**src/rfsw_defines.vh**
```
// constants for the rf control pin block: offsets, fields, resets
// assumes inclusion by bare name from the rfsw design files
`ifndef RFSW_DEFINES_VH
`define RFSW_DEFINES_VH
// ****************************************
// register offsets
// ****************************************
`define RFSW_ADDR_ANTENNA_ONE_ENERGY    8'h73
`define RFSW_ADDR_ANTENNA_TWO_ENERGY    8'h74
`define RFSW_ADDR_OVR        8'h75
// ****************************************
// override register fields
// ****************************************
`define RFSW_OVR_TRX_EN      0
`define RFSW_OVR_ANT_EN      1
`define RFSW_OVR_AUX_EN      2
`define RFSW_OVR_TRX_LVL     4
`define RFSW_OVR_ANT_LVL     5
`define RFSW_OVR_AUX_LVL     6
// ****************************************
// reset values
// ****************************************
`define RFSW_RST_OVR         8'h00
`define RFSW_RST_ED          8'h00
`endif

```
**src/rfsw_energy_reg.v**
```verilog
// one per-antenna energy result register, read only to software
// assumes the diversity engine supplies capture strobes and clear events
`timescale 1ns/1ps
`include "rfsw_defines.vh"
module rfsw_energy_reg #(
    parameter W = 8
) (
    input  wire         clk,
    input  wire         srst,
    input  wire         capture,
    input  wire [W-1:0] value,
    input  wire         clear,
    output wire [W-1:0] q
);
    reg [W-1:0] val_ff;
    // capture wins over clear so a fresh result is kept
    always @(posedge clk) begin
        if (srst) begin
            val_ff <= `RFSW_RST_ED;
        end else if (capture) begin
            val_ff <= value;
        end else if (clear) begin
            val_ff <= `RFSW_RST_ED;
        end
    end
    assign q = val_ff;
endmodule // rfsw_energy_reg

```
**src/rfsw_pin_mux.v**
```verilog
// forced-setting resolver for the three rf control pins
// assumes all inputs are synchronous levels; output is combinational
`timescale 1ns/1ps
`include "rfsw_defines.vh"
module rfsw_pin_mux (
    input  wire       forced_ok,
    input  wire       dpdt,
    input  wire [7:0] ovr,
    input  wire       trx_pol,
    input  wire       fix_en,
    input  wire       fix_ant,
    input  wire       tx_or_cca,
    input  wire       ant_two,
    input  wire       norm_ant,
    input  wire       norm_trx,
    input  wire       norm_aux,
    output reg        ant_pin,
    output reg        trx_pin,
    output reg        aux_pin
);
    reg fix_act;
    // priority: override register, polarity, fixed antenna, search result
    always @* begin
        fix_act = fix_en & tx_or_cca;
        ant_pin = norm_ant;
        trx_pin = norm_trx;
        aux_pin = norm_aux;
        if (forced_ok) begin
            trx_pin = trx_pol;
            ant_pin = fix_act ? fix_ant : ant_two;
        end
        if (!dpdt) begin
            if (ovr[`RFSW_OVR_TRX_EN]) trx_pin = ovr[`RFSW_OVR_TRX_LVL];
            if (ovr[`RFSW_OVR_ANT_EN]) ant_pin = ovr[`RFSW_OVR_ANT_LVL];
            if (ovr[`RFSW_OVR_AUX_EN]) aux_pin = ovr[`RFSW_OVR_AUX_LVL];
        end
    end
endmodule // rfsw_pin_mux

```
**src/rfsw_top.v**
```verilog
// rf control pin block: override register, energy results, pin drive
// assumes a byte register port decoded by the host interface
//
// How it works
// - forced antenna pin follows antenna-two bit, or fixed choice during tx/cca.
// - antenna-one selected bit never changes the forced antenna pin level.
// - forced tx/rx pin level equals the switch polarity bit.
// - override register has no effect while double throw switch selected.
// - priority: override, polarity, fixed tx antenna, antenna-two bit.
// - writing zero to selected bits in reception changes searched antenna; not modelled here, selected bits are input levels only.
// - read-only register gives antenna one energy, valid with diversity on.
// - read-only register gives antenna two energy, valid with diversity on.
// - both energy registers clear on completion irq clear or auto restart.
// - per-pin enable bits 2,1,0 hand the pin to the override.
// - override level bits 6,5,4 give driven levels for those pins.
// - fixed antenna only for host tx-on or host cca, not auto ack.
// - spdt default polarity: low antenna one, high antenna two.
`timescale 1ns/1ps
`include "rfsw_defines.vh"
module rfsw_top #(
    parameter ED_W = 8
) (
    input  wire            CLK_SYS,
    input  wire            SRST,
    input  wire            REG_WR,
    input  wire            REG_RD,
    input  wire [7:0]      REG_ADDR,
    input  wire [7:0]      REG_WDATA,
    output reg  [7:0]      REG_RDATA,
    input  wire            DIV_ENABLE,
    input  wire            DOUBLE_THROW_SEL,
    input  wire            DIV_IRQ_MASK_BIT,
    input  wire            TXRX_POLARITY,
    input  wire            FIXED_TX_ANT_EN,
    input  wire            FIXED_TX_ANT_CHOICE,
    input  wire            HOST_TX_OR_CCA,
    input  wire            ANT_TWO_SELECTED,
    input  wire            ANT_ONE_SELECTED,
    input  wire            NORMAL_ANT,
    input  wire            NORMAL_TRX,
    input  wire            NORMAL_AUX,
    input  wire            ED1_CAPTURE,
    input  wire            ED2_CAPTURE,
    input  wire [ED_W-1:0] ED_VALUE,
    input  wire            DIV_DONE_IRQ_CLEAR,
    input  wire            DIV_AUTO_RESTART,
    output reg             ANTENNA_SELECT_PIN,
    output reg             TX_RX_SWITCH_PIN,
    output reg             AUXILIARY_CONTROL_PIN
);
    // ****************************************
    // register storage
    // ****************************************
    reg  [7:0]      ovr_ff;
    wire [7:0]      nxt_ovr;
    wire [ED_W-1:0] ed1_q;
    wire [ED_W-1:0] ed2_q;
    wire [2*ED_W-1:0] ed_q_all;
    wire [1:0]      ed_capture;
    wire            ed_clear;
    wire            forced_ok;
    wire            mux_ant;
    wire            mux_trx;
    wire            mux_aux;
    reg  [7:0]      nxt_rdata;

    // whole byte stored, reserved bits included
    assign nxt_ovr = (REG_WR && REG_ADDR == `RFSW_ADDR_OVR) ? REG_WDATA : ovr_ff;

    // override register
    always @(posedge CLK_SYS) begin
        if (SRST) begin
            ovr_ff <= `RFSW_RST_OVR;
        end else begin
            ovr_ff <= nxt_ovr;
        end
    end

    // ****************************************
    // energy results
    // ****************************************
    assign ed_clear = DIV_DONE_IRQ_CLEAR | DIV_AUTO_RESTART;

    // captures only count while diversity runs
    assign ed_capture = {ED2_CAPTURE, ED1_CAPTURE} & {2{DIV_ENABLE}};

    // one result register per antenna
    genvar gi;
    generate
        for (gi = 0; gi < 2; gi = gi + 1) begin : g_ed
            rfsw_energy_reg #(.W(ED_W)) u_ed (
                .clk     (CLK_SYS),
                .srst    (SRST),
                .capture (ed_capture[gi]),
                .value   (ED_VALUE),
                .clear   (ed_clear),
                .q       (ed_q_all[gi*ED_W +: ED_W])
            );
        end
    endgenerate

    // split per antenna for the read path
    assign ed1_q = ed_q_all[ED_W-1:0];
    assign ed2_q = ed_q_all[2*ED_W-1:ED_W];

    // ****************************************
    // read path
    // ****************************************
    // unmapped offsets read zero
    always @* begin
        nxt_rdata = 8'h00;
        case (REG_ADDR)
            `RFSW_ADDR_ANTENNA_ONE_ENERGY: nxt_rdata = ed1_q[7:0];
            `RFSW_ADDR_ANTENNA_TWO_ENERGY: nxt_rdata = ed2_q[7:0];
            `RFSW_ADDR_OVR:     nxt_rdata = ovr_ff;
            default:            nxt_rdata = 8'h00;
        endcase
    end

    // read data registered on read strobe
    always @(posedge CLK_SYS) begin
        if (SRST) begin
            REG_RDATA <= 8'h00;
        end else if (REG_RD) begin
            REG_RDATA <= nxt_rdata;
        end
    end

    // ****************************************
    // pin drive
    // ****************************************
    // antenna-one bit deliberately not wired into the resolver
    assign forced_ok = ~DIV_ENABLE & ~DOUBLE_THROW_SEL & ~DIV_IRQ_MASK_BIT;

    rfsw_pin_mux u_mux (
        .forced_ok (forced_ok),
        .dpdt      (DOUBLE_THROW_SEL),
        .ovr       (nxt_ovr),
        .trx_pol   (TXRX_POLARITY),
        .fix_en    (FIXED_TX_ANT_EN),
        .fix_ant   (FIXED_TX_ANT_CHOICE),
        .tx_or_cca (HOST_TX_OR_CCA),
        .ant_two   (ANT_TWO_SELECTED),
        .norm_ant  (NORMAL_ANT),
        .norm_trx  (NORMAL_TRX),
        .norm_aux  (NORMAL_AUX),
        .ant_pin   (mux_ant),
        .trx_pin   (mux_trx),
        .aux_pin   (mux_aux)
    );

    // pins registered, follow a write at the same edge it lands
    always @(posedge CLK_SYS) begin
        if (SRST) begin
            ANTENNA_SELECT_PIN    <= 1'b0;
            TX_RX_SWITCH_PIN      <= 1'b0;
            AUXILIARY_CONTROL_PIN <= 1'b0;
        end else begin
            ANTENNA_SELECT_PIN    <= mux_ant;
            TX_RX_SWITCH_PIN      <= mux_trx;
            AUXILIARY_CONTROL_PIN <= mux_aux;
        end
    end
endmodule // rfsw_top

```
**config.mk**
```make
export PLATFORM = sky130hd
export DESIGN_NAME = rfsw_top
export DESIGN_NICKNAME = d
export VERILOG_FILES = /design/src/rfsw_energy_reg.v /design/src/rfsw_pin_mux.v /design/src/rfsw_top.v
export VERILOG_INCLUDE_DIRS = /design/src
export SDC_FILE = /design/constraint.sdc
export NUM_CORES = 1
export LEC_CHECK = 0
export ABC_AREA = 1
export BUFFER_PORTS_ARGS = -buffer_cell sky130_fd_sc_hd__clkbuf_2
export CAP_MARGIN = 20
export CORE_ASPECT_RATIO = 0.7
export CORE_MARGIN = 5
export CORE_UTILIZATION = 50
export CTS_CLUSTER_DIAMETER = 60
export DETAILED_ROUTE_END_ITERATION = 7
export MAX_ROUTING_LAYER = met4
export PLACE_DENSITY_LB_ADDON = 0.05
export SLEW_MARGIN = 20
export SYNTH_ARGS = -nofsm -noshare
export SYNTH_HDL_FRONTEND = slang
export SYNTH_SLANG_ARGS = --single-unit
```
**constraint.sdc**
```tcl
create_clock -name CLK_SYS -period 1.7 [get_ports CLK_SYS]
set_input_delay 0.17 -clock CLK_SYS [delete_from_list [all_inputs] [get_ports CLK_SYS]]
set_output_delay 0.17 -clock CLK_SYS [all_outputs]
set_load 0.03 [all_outputs]
```
Word-level counts from Yosys, hierarchy flattened
Cells that the tools add are included.

Add/subtract/negate cells: 0. $mul: 0. Divide/modulo/power cells: 0. Order comparisons: 0. Eq/ne operators: 3. Shift-type cells: 0. Multiplexer cells: 14. Bitwise logic cells: 8. Reductions and logical operators: 3.

Operator list (count): $eq A8 B7 Y1 const B (3); $mux W8 (3); $pmux W8 S3 (1); $mux W1 (9); $mux W7 (1); $reduce_bool A2 Y1 (2); $and A1 B1 Y1 (3); $not A1 Y1 (3); $and A2 B2 Y2 (1); $logic_and A1 B1 Y1 (1); $or A1 B1 Y1 (1).

Register bits: 35. Latch bits: 0. Bits in writable memories: 0. Bits in read-only memories: 0. Input port bits: 44. Output and inout port bits: 11. Memories: 0.

Longest topological paths before layout
Gate-level depths: netlist of the first run.

Depth in word-level cells: 6. Mapped depth: 10.

Cells and area by module
Synthesis of the first run repeated with hierarchy kept, for this count alone.

Cells, all modules: 249. Area, all modules: 1730.4 sq um.

Modules (own cells, without submodules): rfsw_top (instances 1, cells an instance 151, area each 1024.7 sq um, sequential area each 380.4 sq um); rfsw_energy_reg (instances 2, cells an instance 35, area each 295.3 sq um, sequential area each 160.2 sq um); rfsw_pin_mux (instances 1, cells an instance 28, area each 115.1 sq um, sequential area each 0.0 sq um).

Least setup slack after synthesis of the first run
No wires, ideal clock.

Path type: input to register. From: input REG_ADDR[7]. To: register TX_RX_SWITCH_PIN. Library setup time: 0.109 ns. Data arrival time: 0.903 ns. Data required time: 1.591 ns. Slack: 0.689 ns. Cell stages on the path: 10. Cell sequence: inv_1 nand2_2 nor2_8 nand3_4 nand2_1 nand3_1 nand2_1 nand2_1 nand2_1 inv_1.

Longest elaborated chain between the ends: 5.

Ends and longest elaborated chain: from (decl) (line rfsw_top.v:27) `input wire [7:0] REG_ADDR,`; $eq A8 B7 Y1; $logic_and A1 B1 Y1 (no line); $mux W7 (line rfsw_top.v:68) `` assign nxt_ovr = (REG_WR && REG_ADDR == `RFSW_ADDR_OVR) ? REG_WDATA : ovr_ff; ``; $mux W1 (line rfsw_pin_mux.v:33) `` if (ovr[`RFSW_OVR_TRX_EN]) trx_pin = ovr[`RFSW_OVR_TRX_LVL]; ``; $mux W1 (line rfsw_pin_mux.v:32) `if (!dpdt) begin`; to (signal assigned) (line rfsw_top.v:160) `TX_RX_SWITCH_PIN <= mux_trx;`; to (decl) (line rfsw_top.v:48) `output reg TX_RX_SWITCH_PIN,`.

Every way passes these cells. A chain may end at the register's enable or synchronous reset.

Worst setup path after layout of the first run
From: input REG_ADDR[3]. To: register ANTENNA_SELECT_PIN.

Longest elaborated chain between the ends: 5.

Ends and longest elaborated chain: $eq A8 B7 Y1; $logic_and A1 B1 Y1 (no line); $mux W7 (line rfsw_top.v:68); $mux W1 (line rfsw_pin_mux.v:34) `` if (ovr[`RFSW_OVR_ANT_EN]) ant_pin = ovr[`RFSW_OVR_ANT_LVL]; ``; $mux W1 (line rfsw_pin_mux.v:32); to (signal assigned) (line rfsw_top.v:159) `ANTENNA_SELECT_PIN <= mux_ant;`; to (decl) (line rfsw_top.v:47) `output reg ANTENNA_SELECT_PIN,`.

Every way passes these cells.

==> results_dict.tcl, run 1 <==
set metrics [dict create \
    status "complete, no violations" \
    clock_path_buffers 2 \
    portBuffers 53 \
    max_freq_mhz 884 \
    postCtsHoldBufs 0 \
    cts_buffers 5 \
    syn_avg_cell_area_sq_um 6.91 \
    n_antenna_cell 0 \
    cp.buffers_inverters 3 \
    grt_max_degree 28 \
    synth_common_cells "nand2_1 (83), nand3_1 (40), dfxtp_1 (35)" \
    cp.required_ns 1.88 \
    cp-start-kind "input pin" \
    max-vdd-ir-drop_uv 654 \
    clk_pin_slew_ns 0.07 \
    crit_slowest_cell "nor2_4" \
    core_sq_um 3170 \
    finalCritPeriodShare_pct 66.6 \
    crit_family "simple AND/OR/NAND/NOR gates" \
    cpMostUsedCell "nand2_1" \
    path_cells "clkbuf_2, inv_1, nand2_2, nor2_4, nand3_4, nand2_1, nand3_1, nand2_1, nand2_1, nand2_1, inv_1" \
    finalHoldViolCount 0 \
    slew_viol_final 0 \
    rsz0062_at_grt "no" \
    synth.distinct_cells 21 \
    die-area_sq_um 4570 \
    end_kind "flop" \
    slew_headroom_pct 79.9 \
    fp.dieH_um 58.1 \
    wl_per_cell_um 11.7 \
    ios 55 \
    path_class "in -> reg" \
    ys.flop_type "dfxtp_1" \
    cts.htree.levels 2 \
    p_leak_nw 1.01 \
    hold_path.class "in -> reg" \
    grt_pass1_vias 1426 \
    synth_edf_count 0 \
    cts_tree "yes" \
    yosysTopAreaCell "dfxtp_1" \
    postSynthCellCount 239 \
    path_max_fanout 12 \
    ant_nets 0 \
    drc_errors 0 \
    via_per_inst 4.98 \
    slowest_delay_ns 0.28 \
    cts-resized-gates 0 \
    cts.sinks 35 \
    synth_top_cell_area_share_pct 42.4 \
    fin_crit_ns 1.13 \
    post_cts_buffers 0 \
    area_delta_synth_final_pct 23.1 \
    synth.most_common_cell "nand2_1" \
    track_usage_pct 18.6 \
    fp.dieW_um 78.7 \
    cap_viol_max_count 0 \
    drtPass1Iterations 4 \
    fin_hold_ws_ns 0.0996 \
    detail_route.iter0.violations 133 \
    syn_area_sq_um 1650 \
    gp_congestion 0.788 \
    synthTopCellsByArea "dfxtp_1 (42%), nand2_1 (19%), nand3_1 (12%)" \
    drt-total-wl_um 3910 \
    seq_area_frac_synth_pct 42.4 \
    power_density_nw_per_um2 777 \
    antenna_found_initial 0 \
    setup_viol 0 \
    rows 17 \
    syn-num-nets 283 \
    r2r_slack_ns 0.81 \
    yosysWarningCount 0 \
    tightestPinTransition_ns 0.300 \
    ys_ff_latch 35 \
    dr_total_vias 1667 \
    gr-total-overflow 0 \
    dp_hpwl_um 2920 \
    clock-skew-final_ns 0.00426 \
    insertion_delay_ns 0.28 \
    cts_root_buf "clkbuf_8" \
    synthArstFlopShare_pct 0 \
    grt_pass1_wl_um 6400 \
    arrival_ns 1.32 \
    initial_utilization_pct 52.1 \
    fin_nets 340 \
    drive_above_1_share_pct 25.6 \
    tns_ns 0 \
    fin_util_pct 64.2 \
]
==> final timing paths <==
path,to,start,cells past startpoint
setup / recovery,ANTENNA_SELECT_PIN$_SDFF_PP0_,REG_ADDR[3],11
hold / removal,ovr_ff[7]$_SDFFE_PP0N_,SRST,2
setup reg to reg,ANTENNA_SELECT_PIN$_SDFF_PP0_,ovr_ff[1]$_SDFF_PP0_,7
hold reg to reg,REG_RDATA[5]$_SDFFE_PP0P_,REG_RDATA[5]$_SDFFE_PP0P_,2
==> area by class of cell <==
type                            instances  area, sq um
Timing Repair Buffer                   57          295
Clock buffer                            7         76.3
Multi-Input combinational cell        170          807
Inverter                               27          101
Fill cell                             323         1140
Tap cell                               38         47.5
Clock inverter                          1         5.00
Sequential cell                        35          701
==> layer usage <==
| layer | global-route usage, % | up-vias | routed length, um |
|---|---|---|---|
| met1 | 27.2 | 718 | 2070 |
| met3 | 6.83 | 2 | 343 |
| li1 | - | 882 | - |
| met5 | - | - | 0 |
| met4 | 4.49 | 0 | 17 |
| met2 | 23.6 | 65 | 1490 |
==> layout by cell type, fill, tap and decap left out, drive strengths merged <==
cell    netlist  layout
dfxtp        35      35
nor3          2       2
nand2        86      86
inv          27      27
buf           6       4
clkbuf        1      60
a21oi        28      28
nor2          9       9
nand4         3       3
clkinv        0       1
o21ai         1       1
nand3        41      41
==> power breakdown <==
part / total, mW / internal (mW) / switching [mW] / leakage, nW
registers: 0.844 / 0.837 / 0.00746 / 0.284
clock network: 0.570 / 0.287 / 0.282 / 0.0422
logic: 0.167 / 0.0638 / 0.103 / 0.681
total: 1.58 / 1.19 / 0.393 / 1.01
==> sequential cells by signal, summed over array words and instances, names as in the netlist <==
signal                 cells
TX_RX_SWITCH_PIN           1
g_ed.u_ed.q               16
REG_RDATA                  8
ANTENNA_SELECT_PIN         1
ovr_ff                     8
AUXILIARY_CONTROL_PIN      1
==> through the flow <==
stage	instances	power (mW)	cell area, sq um	setup slack (ns)
CTS	335	1.59	2030	0.580
floorplan	239	0.950	1650	0.689
detailed placement	327	1.03	1950	0.279
global route	335	1.66	2030	0.468
finish	335	1.58	2030	0.568
global placement	327	1.03	1950	0.312
==> kinds of logic (layout without fill, tap and decap cells) <==
family / Yosys count / after routing / synth area share (%)
compound gates: 29 / 29 / 9.47
flops: 35 / 35 / 42.4
simple gates: 141 / 141 / 39.4
buf+inv: 34 / 92 / 8.71
==> worst reg2reg max path: cells and delay by family (launching register included) <==
kind,cells,cell delay [ns]
simple gates,5,0.37
flops,1,0.33
buf+inv,2,0.08
Power figures use the tool's default switching activity.
==> run 2, diff against run 1 <==
Settings changed: ABC_AREA 1 to 0, CORE_UTILIZATION 50 to 44.
Clock period 1.7 ns to 1 ns, I/O delays scaled along.
==> run 2 against run 1 <==
Utilization up 1.7 points. Largest cell class unchanged. Sequential power up 69%. Final cell count down 13%. The flow now finishes with violations (setup timing). Critical endpoint unchanged. Highest routed layer unchanged. Synthesized cell count down 30%.
==> results_dict.tcl, run 2 <==
set metrics [dict create \
    status "finished with violations" \
    postSynthCellCount 167 \
    use_met1_pct 23.8 \
    antenna_found_initial 0 \
    finalPower_mw 3.03 \
    portBuffers 53 \
    violations "setup timing" \
    drtPass1Iterations 4 \
    finalCritPeriodShare_pct 111 \
    ios 55 \
    hold_path.class "in -> reg" \
    detail_route.iter0.violations 68 \
    fp.dieH_um 60.6 \
    synthTopCellsByArea "dfxtp_1 (44%), mux2i_1 (12%), a22oi_1 (7.5%)" \
    gr-total-overflow 0 \
    setup_ws_ns -0.110 \
    synth.distinct_cells 30 \
    yosysWarningCount 0 \
    clock-skew-final_ns 0.00462 \
    synthArstFlopShare_pct 0 \
    place_ws_ns -0.436 \
    synth_common_cells "dfxtp_1 (35), nor2_1 (28), mux2i_1 (20)" \
    syn_avg_cell_area_sq_um 9.63 \
    drive_above_1_share_pct 42.8 \
    p_leak_nw 0.996 \
    postCtsHoldBufs 0 \
    final_cell_mix "clkbuf_2 (51), dfxtp_1 (34), nor2_1 (28), mux2i_1 (18), buf_4 (18)" \
    largest_reg_flops 16 \
    yosysTopAreaCell "dfxtp_1" \
    dr_total_vias 1517 \
    slew_headroom_pct 59.9 \
    n_antenna_cell 0 \
    clk_pin_slew_ns 0.07 \
    cts_buffers 5 \
    grt_max_degree 18 \
    drt-total-wl_um 4240 \
    clock_path_buffers 2 \
    insertion_delay_ns 0.28 \
    grtUsageMet3_pct 5.04 \
    area_delta_synth_final_pct 44.0 \
    initial_utilization_pct 45.8 \
    arrival_ns 1.28 \
    cp.required_ns 1.17 \
    slew_viol_final 0 \
    fin_nets 287 \
    via_per_inst 5.18 \
    ant_nets 0 \
    gp_congestion 0.857 \
    drc_errors 0 \
    cap_viol_max_count 0 \
    tightestPinTransition_ns 0.599 \
    die-area_sq_um 4980 \
    grt_pass1_vias 1491 \
    cts.sinks 35 \
    path_max_fanout 8 \
    core_sq_um 3510 \
    end_kind "flop" \
    fp.dieW_um 82.3 \
    ys.flop_type "dfxtp_1" \
    met2_usage_pct 30.3 \
    syn_area_sq_um 1610 \
    fin_util_pct 65.9 \
    max_freq_mhz 901 \
    synth_top_cell_area_share_pct 43.6 \
    power_density_nw_per_um2 1310 \
    rows 18 \
    final_common_cell "clkbuf_2" \
    ys_ff_latch 35 \
    tns_ns -0.610 \
    wl_per_cell_um 14.5 \
    busiest_layer "met2" \
    cp-start-kind "input pin" \
    finalHoldViolCount 0 \
    max-vdd-ir-drop_uv 770 \
    setup_viol 9 \
    cts_tree "yes" \
    seq_area_frac_synth_pct 43.6 \
    cts_root_buf "clkbuf_8" \
    path_class "in -> reg" \
    nFillCells 299 \
    rsz0062_at_grt "yes" \
    grt_pass1_wl_um 6800 \
    synth_edf_count 0 \
    cts.htree.levels 2 \
    syn-num-nets 211 \
    fin_crit_ns 1.11 \
    synth.most_common_cell "dfxtp_1" \
    track_usage_pct 18.8 \
    dp_hpwl_um 3250 \
]
-- run 2: cell types whose count changed after synthesis, moves of 5 or more --
cell      change
nand2_1      -70
nand3_1      -39
a21oi_1      -24
inv_1        -24
nor2_1       +21
mux2i_1      +20
a22oi_1      +16
a22o_1        +8
o21ai_0       +7
clkbuf_1      +5
-- run 2: worst paths after layout --
| kind | start | end | slack, ns | depth (start not counted) |
|---|---|---|---|---|
| max | REG_ADDR[7] | ANTENNA_SELECT_PIN$_SDFF_PP0_ | -0.11 | 7 |
| min | NORMAL_AUX | AUXILIARY_CONTROL_PIN$_SDFF_PP0_ | 0.06 | 3 |
| max reg2reg | ovr_ff[0]$_SDFF_PP0_ | TX_RX_SWITCH_PIN$_SDFF_PP0_ | -0.05 | 3 |
| min reg2reg | REG_RDATA[1]$_SDFFE_PP0P_ | REG_RDATA[1]$_SDFFE_PP0P_ | 0.48 | 1 |
-- run 2: routing by layer --
| layer | routed length [um] | vias to the layer above |
|---|---|---|
| met5 | 0 | - |
| met4 | 6 | 0 |
| met3 | 197 | 2 |
| met2 | 2110 | 35 |
| met1 | 1920 | 726 |
| li1 | - | 754 |
-- run 2: kinds of logic (layout without fill, tap and decap cells) --
family | Yosys count | in the layout | synth area share [%]
flops | 35 | 35 | 43.6
buf+inv | 12 | 88 | 4.05
mux | 20 | 20 | 12.5
simple gates | 63 | 63 | 22.3
compound gates | 37 | 37 | 17.7
-- run 2: layout make-up --
class / instances / area [sq um] / area share (%)
Clock buffer: 5 / 68.8 / 2.97
Clock inverter: 2 / 37.5 / 1.62
Inverter: 2 / 7.51 / 0.324
Multi-Input combinational cell: 120 / 887 / 38.3
Sequential cell: 35 / 702 / 30.3
Tap cell: 50 / 62.6 / 2.70
Timing Repair Buffer: 79 / 549 / 23.7
-- run 2: stage by stage --
step                area [sq um]  hold WS [ns]  instances
global placement            2080         0.345        279
CTS                         2240        0.0574        290
global route                2310        0.0765        293
detailed placement          2080         0.354        279
finish                      2310        0.0564        293
floorplan                   1650         0.247        167
-- run 2: timing repair --
item                                    in CTS  in global routing
setup buffers                                4                  2
endpoints found under the setup margin      13                 17
pin swaps                                    5                  7
gates resized for setup                      5                 11
gates cloned                                 0                  1
-- run 2: worst max-delay path: stages --
cell       delay (ns)
clkbuf_2         0.07
nand4b_4         0.13
nor4_4           0.06
buf_4            0.14
clkbuf_16        0.16
or3b_4           0.36
a32o_1           0.25
-- run 2: power breakdown --
group	internal (mW)	leakage (nW)	switching, mW
Clock	0.728	0.0502	0.488
Combinational	0.190	0.661	0.195
Sequential	1.42	0.285	0.0127
Total	2.34	0.996	0.695
==> run 3, diff against run 2 <==
Settings changed: CORE_ASPECT_RATIO 0.7 to default, REMOVE_ABC_BUFFERS from default to 1.
==> run 3 against run 2 <==
The run still ends with setup timing left. Register-to-register slack gained 0.03 ns. Critical path depth grew 1. Largest cell class unchanged. First-iteration DRC count grew 78%. Routed wire length grew 1.3%. Maximum frequency grew 2.1%. Sequential power is essentially flat. Combinational power shrank 5%. Final area shrank 2.3%. Critical endpoint unchanged. Die area shrank 0.38%.
==> results_dict.tcl, run 3 (synthesized netlist as in run 2, its figures left out) <==
set metrics [dict create \
    wl_met1_um 1810 \
    clk_pin_slew_ns 0.06 \
    tightestPinTransition_ns 0.595 \
    via_per_inst 5.21 \
    cts.htree.levels 2 \
    clock-skew-final_ns 0.00307 \
    max_freq_mhz 919 \
    area_delta_synth_final_pct 40.7 \
    dp_hpwl_um 3130 \
    final_cell_mix "clkbuf_2 (51), dfxtp_1 (33), nor2_1 (28), buf_4 (24), mux2i_1 (18)" \
    seqPwrFrac_pct 50.8 \
    gr-total-overflow 0 \
    drc_errors 0 \
    fin_cells 294 \
    crit_family "buffers and inverters" \
    wl_per_cell_um 14.6 \
    setup_ws_ns -0.0877 \
    drt-total-wl_um 4290 \
    path_max_fanout 7 \
    n_antenna_cell 0 \
    final_common_cell "clkbuf_2" \
    r2r_slack_ns -0.02 \
    drtPass1Iterations 4 \
    final_cell_area_sq_um 2260 \
    path_class "in -> reg" \
    cts_root_buf "clkbuf_8" \
    power_density_nw_per_um2 1250 \
    crit_slowest_cell "nor4_4" \
    r2r_end "AUXILIARY_CONTROL_PIN$_SDFF_PP0_" \
    core_sq_um 3610 \
    holdPathStages 3 \
    comb_power_share_pct 13.0 \
    clock_path_buffers 2 \
    path_cells "buf_6, nand2b_4, nor4_4, buf_4, buf_12, buf_6, mux2i_1, a32o_1" \
    grt_pass1_wl_um 7150 \
    worstHoldStart "NORMAL_AUX" \
    rsz0062_at_grt "yes" \
    cpMostUsedCell "buf_6" \
    cap_viol_max_count 0 \
    fin_nets 290 \
    track_usage_pct 18.5 \
    cts.sinks 35 \
    detail_route.iter0.violations 121 \
    dpl_cell_area_sq_um 2070 \
    largest_reg_flops 16 \
    fp.dieH_um 70.5 \
    finalCritPeriodShare_pct 109 \
    gp_congestion 0.786 \
    grt_pass1_vias 1564 \
    finalHoldViolCount 0 \
    max-vdd-ir-drop_uv 1070 \
    initial_utilization_pct 44.6 \
    violations "setup timing" \
    fin_hold_ws_ns 0.0536 \
    portBuffers 53 \
    arrival_ns 1.26 \
    hold_end "AUXILIARY_CONTROL_PIN$_SDFF_PP0_" \
    slowest_delay_ns 0.24 \
    wl_met2_um 2230 \
    worst-r2r-cell-count 3 \
    setup_viol 8 \
    antenna_found_initial 0 \
    cts_buffers 5 \
    r2r-start "ovr_ff[2]$_SDFF_PP0_" \
    die-area_sq_um 4960 \
    switching_share_pct 24.1 \
    nFillCells 316 \
    grt_max_degree 15 \
    hold_path.class "in -> reg" \
    slew_headroom_pct 60.2 \
    cts_tree "yes" \
    ios 55 \
    dr_total_vias 1532 \
    pwr-share-clk_pct 36.2 \
    p_sw_mw 0.681 \
    cp-start-kind "input pin" \
    cp.required_ns 1.17 \
    fin_crit_ns 1.09 \
    ant_nets 0 \
    tns_ns -0.516 \
    p_leak_nw 0.998 \
    placed_cells 282 \
    cp.buffers_inverters 4 \
    highest_layer "met4" \
    wl_met3_um 200 \
    fp.dieW_um 70.5 \
    insertion_delay_ns 0.28 \
    end_kind "flop" \
    rows 22 \
    status "finished with violations" \
    drive_above_1_share_pct 42.3 \
    slew_viol_final 0 \
    p_int_mw 2.14 \
]
[run 3: cell types whose count changed in the layout (fill, tap and decap cells not counted), sizes merged]
cell / delta
clkbuf: +1
clkinvlp: -1
clkinv: +1
bufinv: -1
buf: +3
[run 3: final cells by class]
| class | count | area (sq um) | share of cell area, % |
|---|---|---|---|
| multi-input cells | 120 | 865 | 38.2 |
| flip-flops and latches | 35 | 703 | 31.1 |
| repair buffers | 82 | 539 | 23.8 |
| clock buffers | 6 | 82.6 | 3.65 |
| well taps | 48 | 60.1 | 2.65 |
| inverters | 2 | 7.51 | 0.332 |
| clock inverters | 1 | 5.00 | 0.221 |
[run 3: per-layer routing]
| layer | GRT usage, % | vias to the layer above |
|---|---|---|
| met4 | 5.32 | 0 |
| met3 | 3.88 | 7 |
| met1 | 22.3 | 719 |
| li1 | - | 762 |
| met5 | - | - |
| met2 | 31.1 | 44 |
[run 3: timing repair]
action / 4_1_cts / 5_1_grt
hold buffers: 0 / 0
buffers inserted: 3 / 1
endpoints found under the setup margin: 15 / 18
pin swaps: 3 / 8
gates cloned: 0 / 1
gates resized for setup: 7 / 8
[run 3: worst max-delay path by stage]
stage | start | endpoint | cells past startpoint
after floorplan | REG_ADDR[7] | AUXILIARY_CONTROL_PIN$_SDFF_PP0_ | 4
after global placement | REG_ADDR[7] | AUXILIARY_CONTROL_PIN$_SDFF_PP0_ | 6
after detailed placement | REG_ADDR[7] | AUXILIARY_CONTROL_PIN$_SDFF_PP0_ | 6
after CTS | REG_ADDR[7] | TX_RX_SWITCH_PIN$_SDFF_PP0_ | 6
after global routing | REG_ADDR[1] | ANTENNA_SELECT_PIN$_SDFF_PP0_ | 8
final | REG_ADDR[1] | ANTENNA_SELECT_PIN$_SDFF_PP0_ | 8
[run 3: through the flow]
stage,total power [mW],setup slack [ns],utilization (%)
floorplan,1.59,-0.731,-
global placement,1.81,-0.379,57.4
detailed placement,1.82,-0.420,57.4
CTS,2.84,-0.0690,61.2
global route,2.96,-0.162,62.7
finish,2.82,-0.0877,62.7
[run 3: worst reg2reg max path, stage by stage (launching register included)]
cell	delay (ns)
dfxtp_2	0.32
nor2b_1	0.14
nor3b_1	0.15
a2111oi_2	0.31
[run 3: power by group through the flow]
stage          Sequential, mW  Clock (mW)  Combinational [mW]
2_1_floorplan            1.48           0               0.115
3_3_place_gp             1.46           0               0.343
3_5_place_dp             1.47           0               0.353
4_1_cts                  1.43        1.04               0.362
5_1_grt                  1.44        1.12               0.403
6_report                 1.43        1.02               0.366
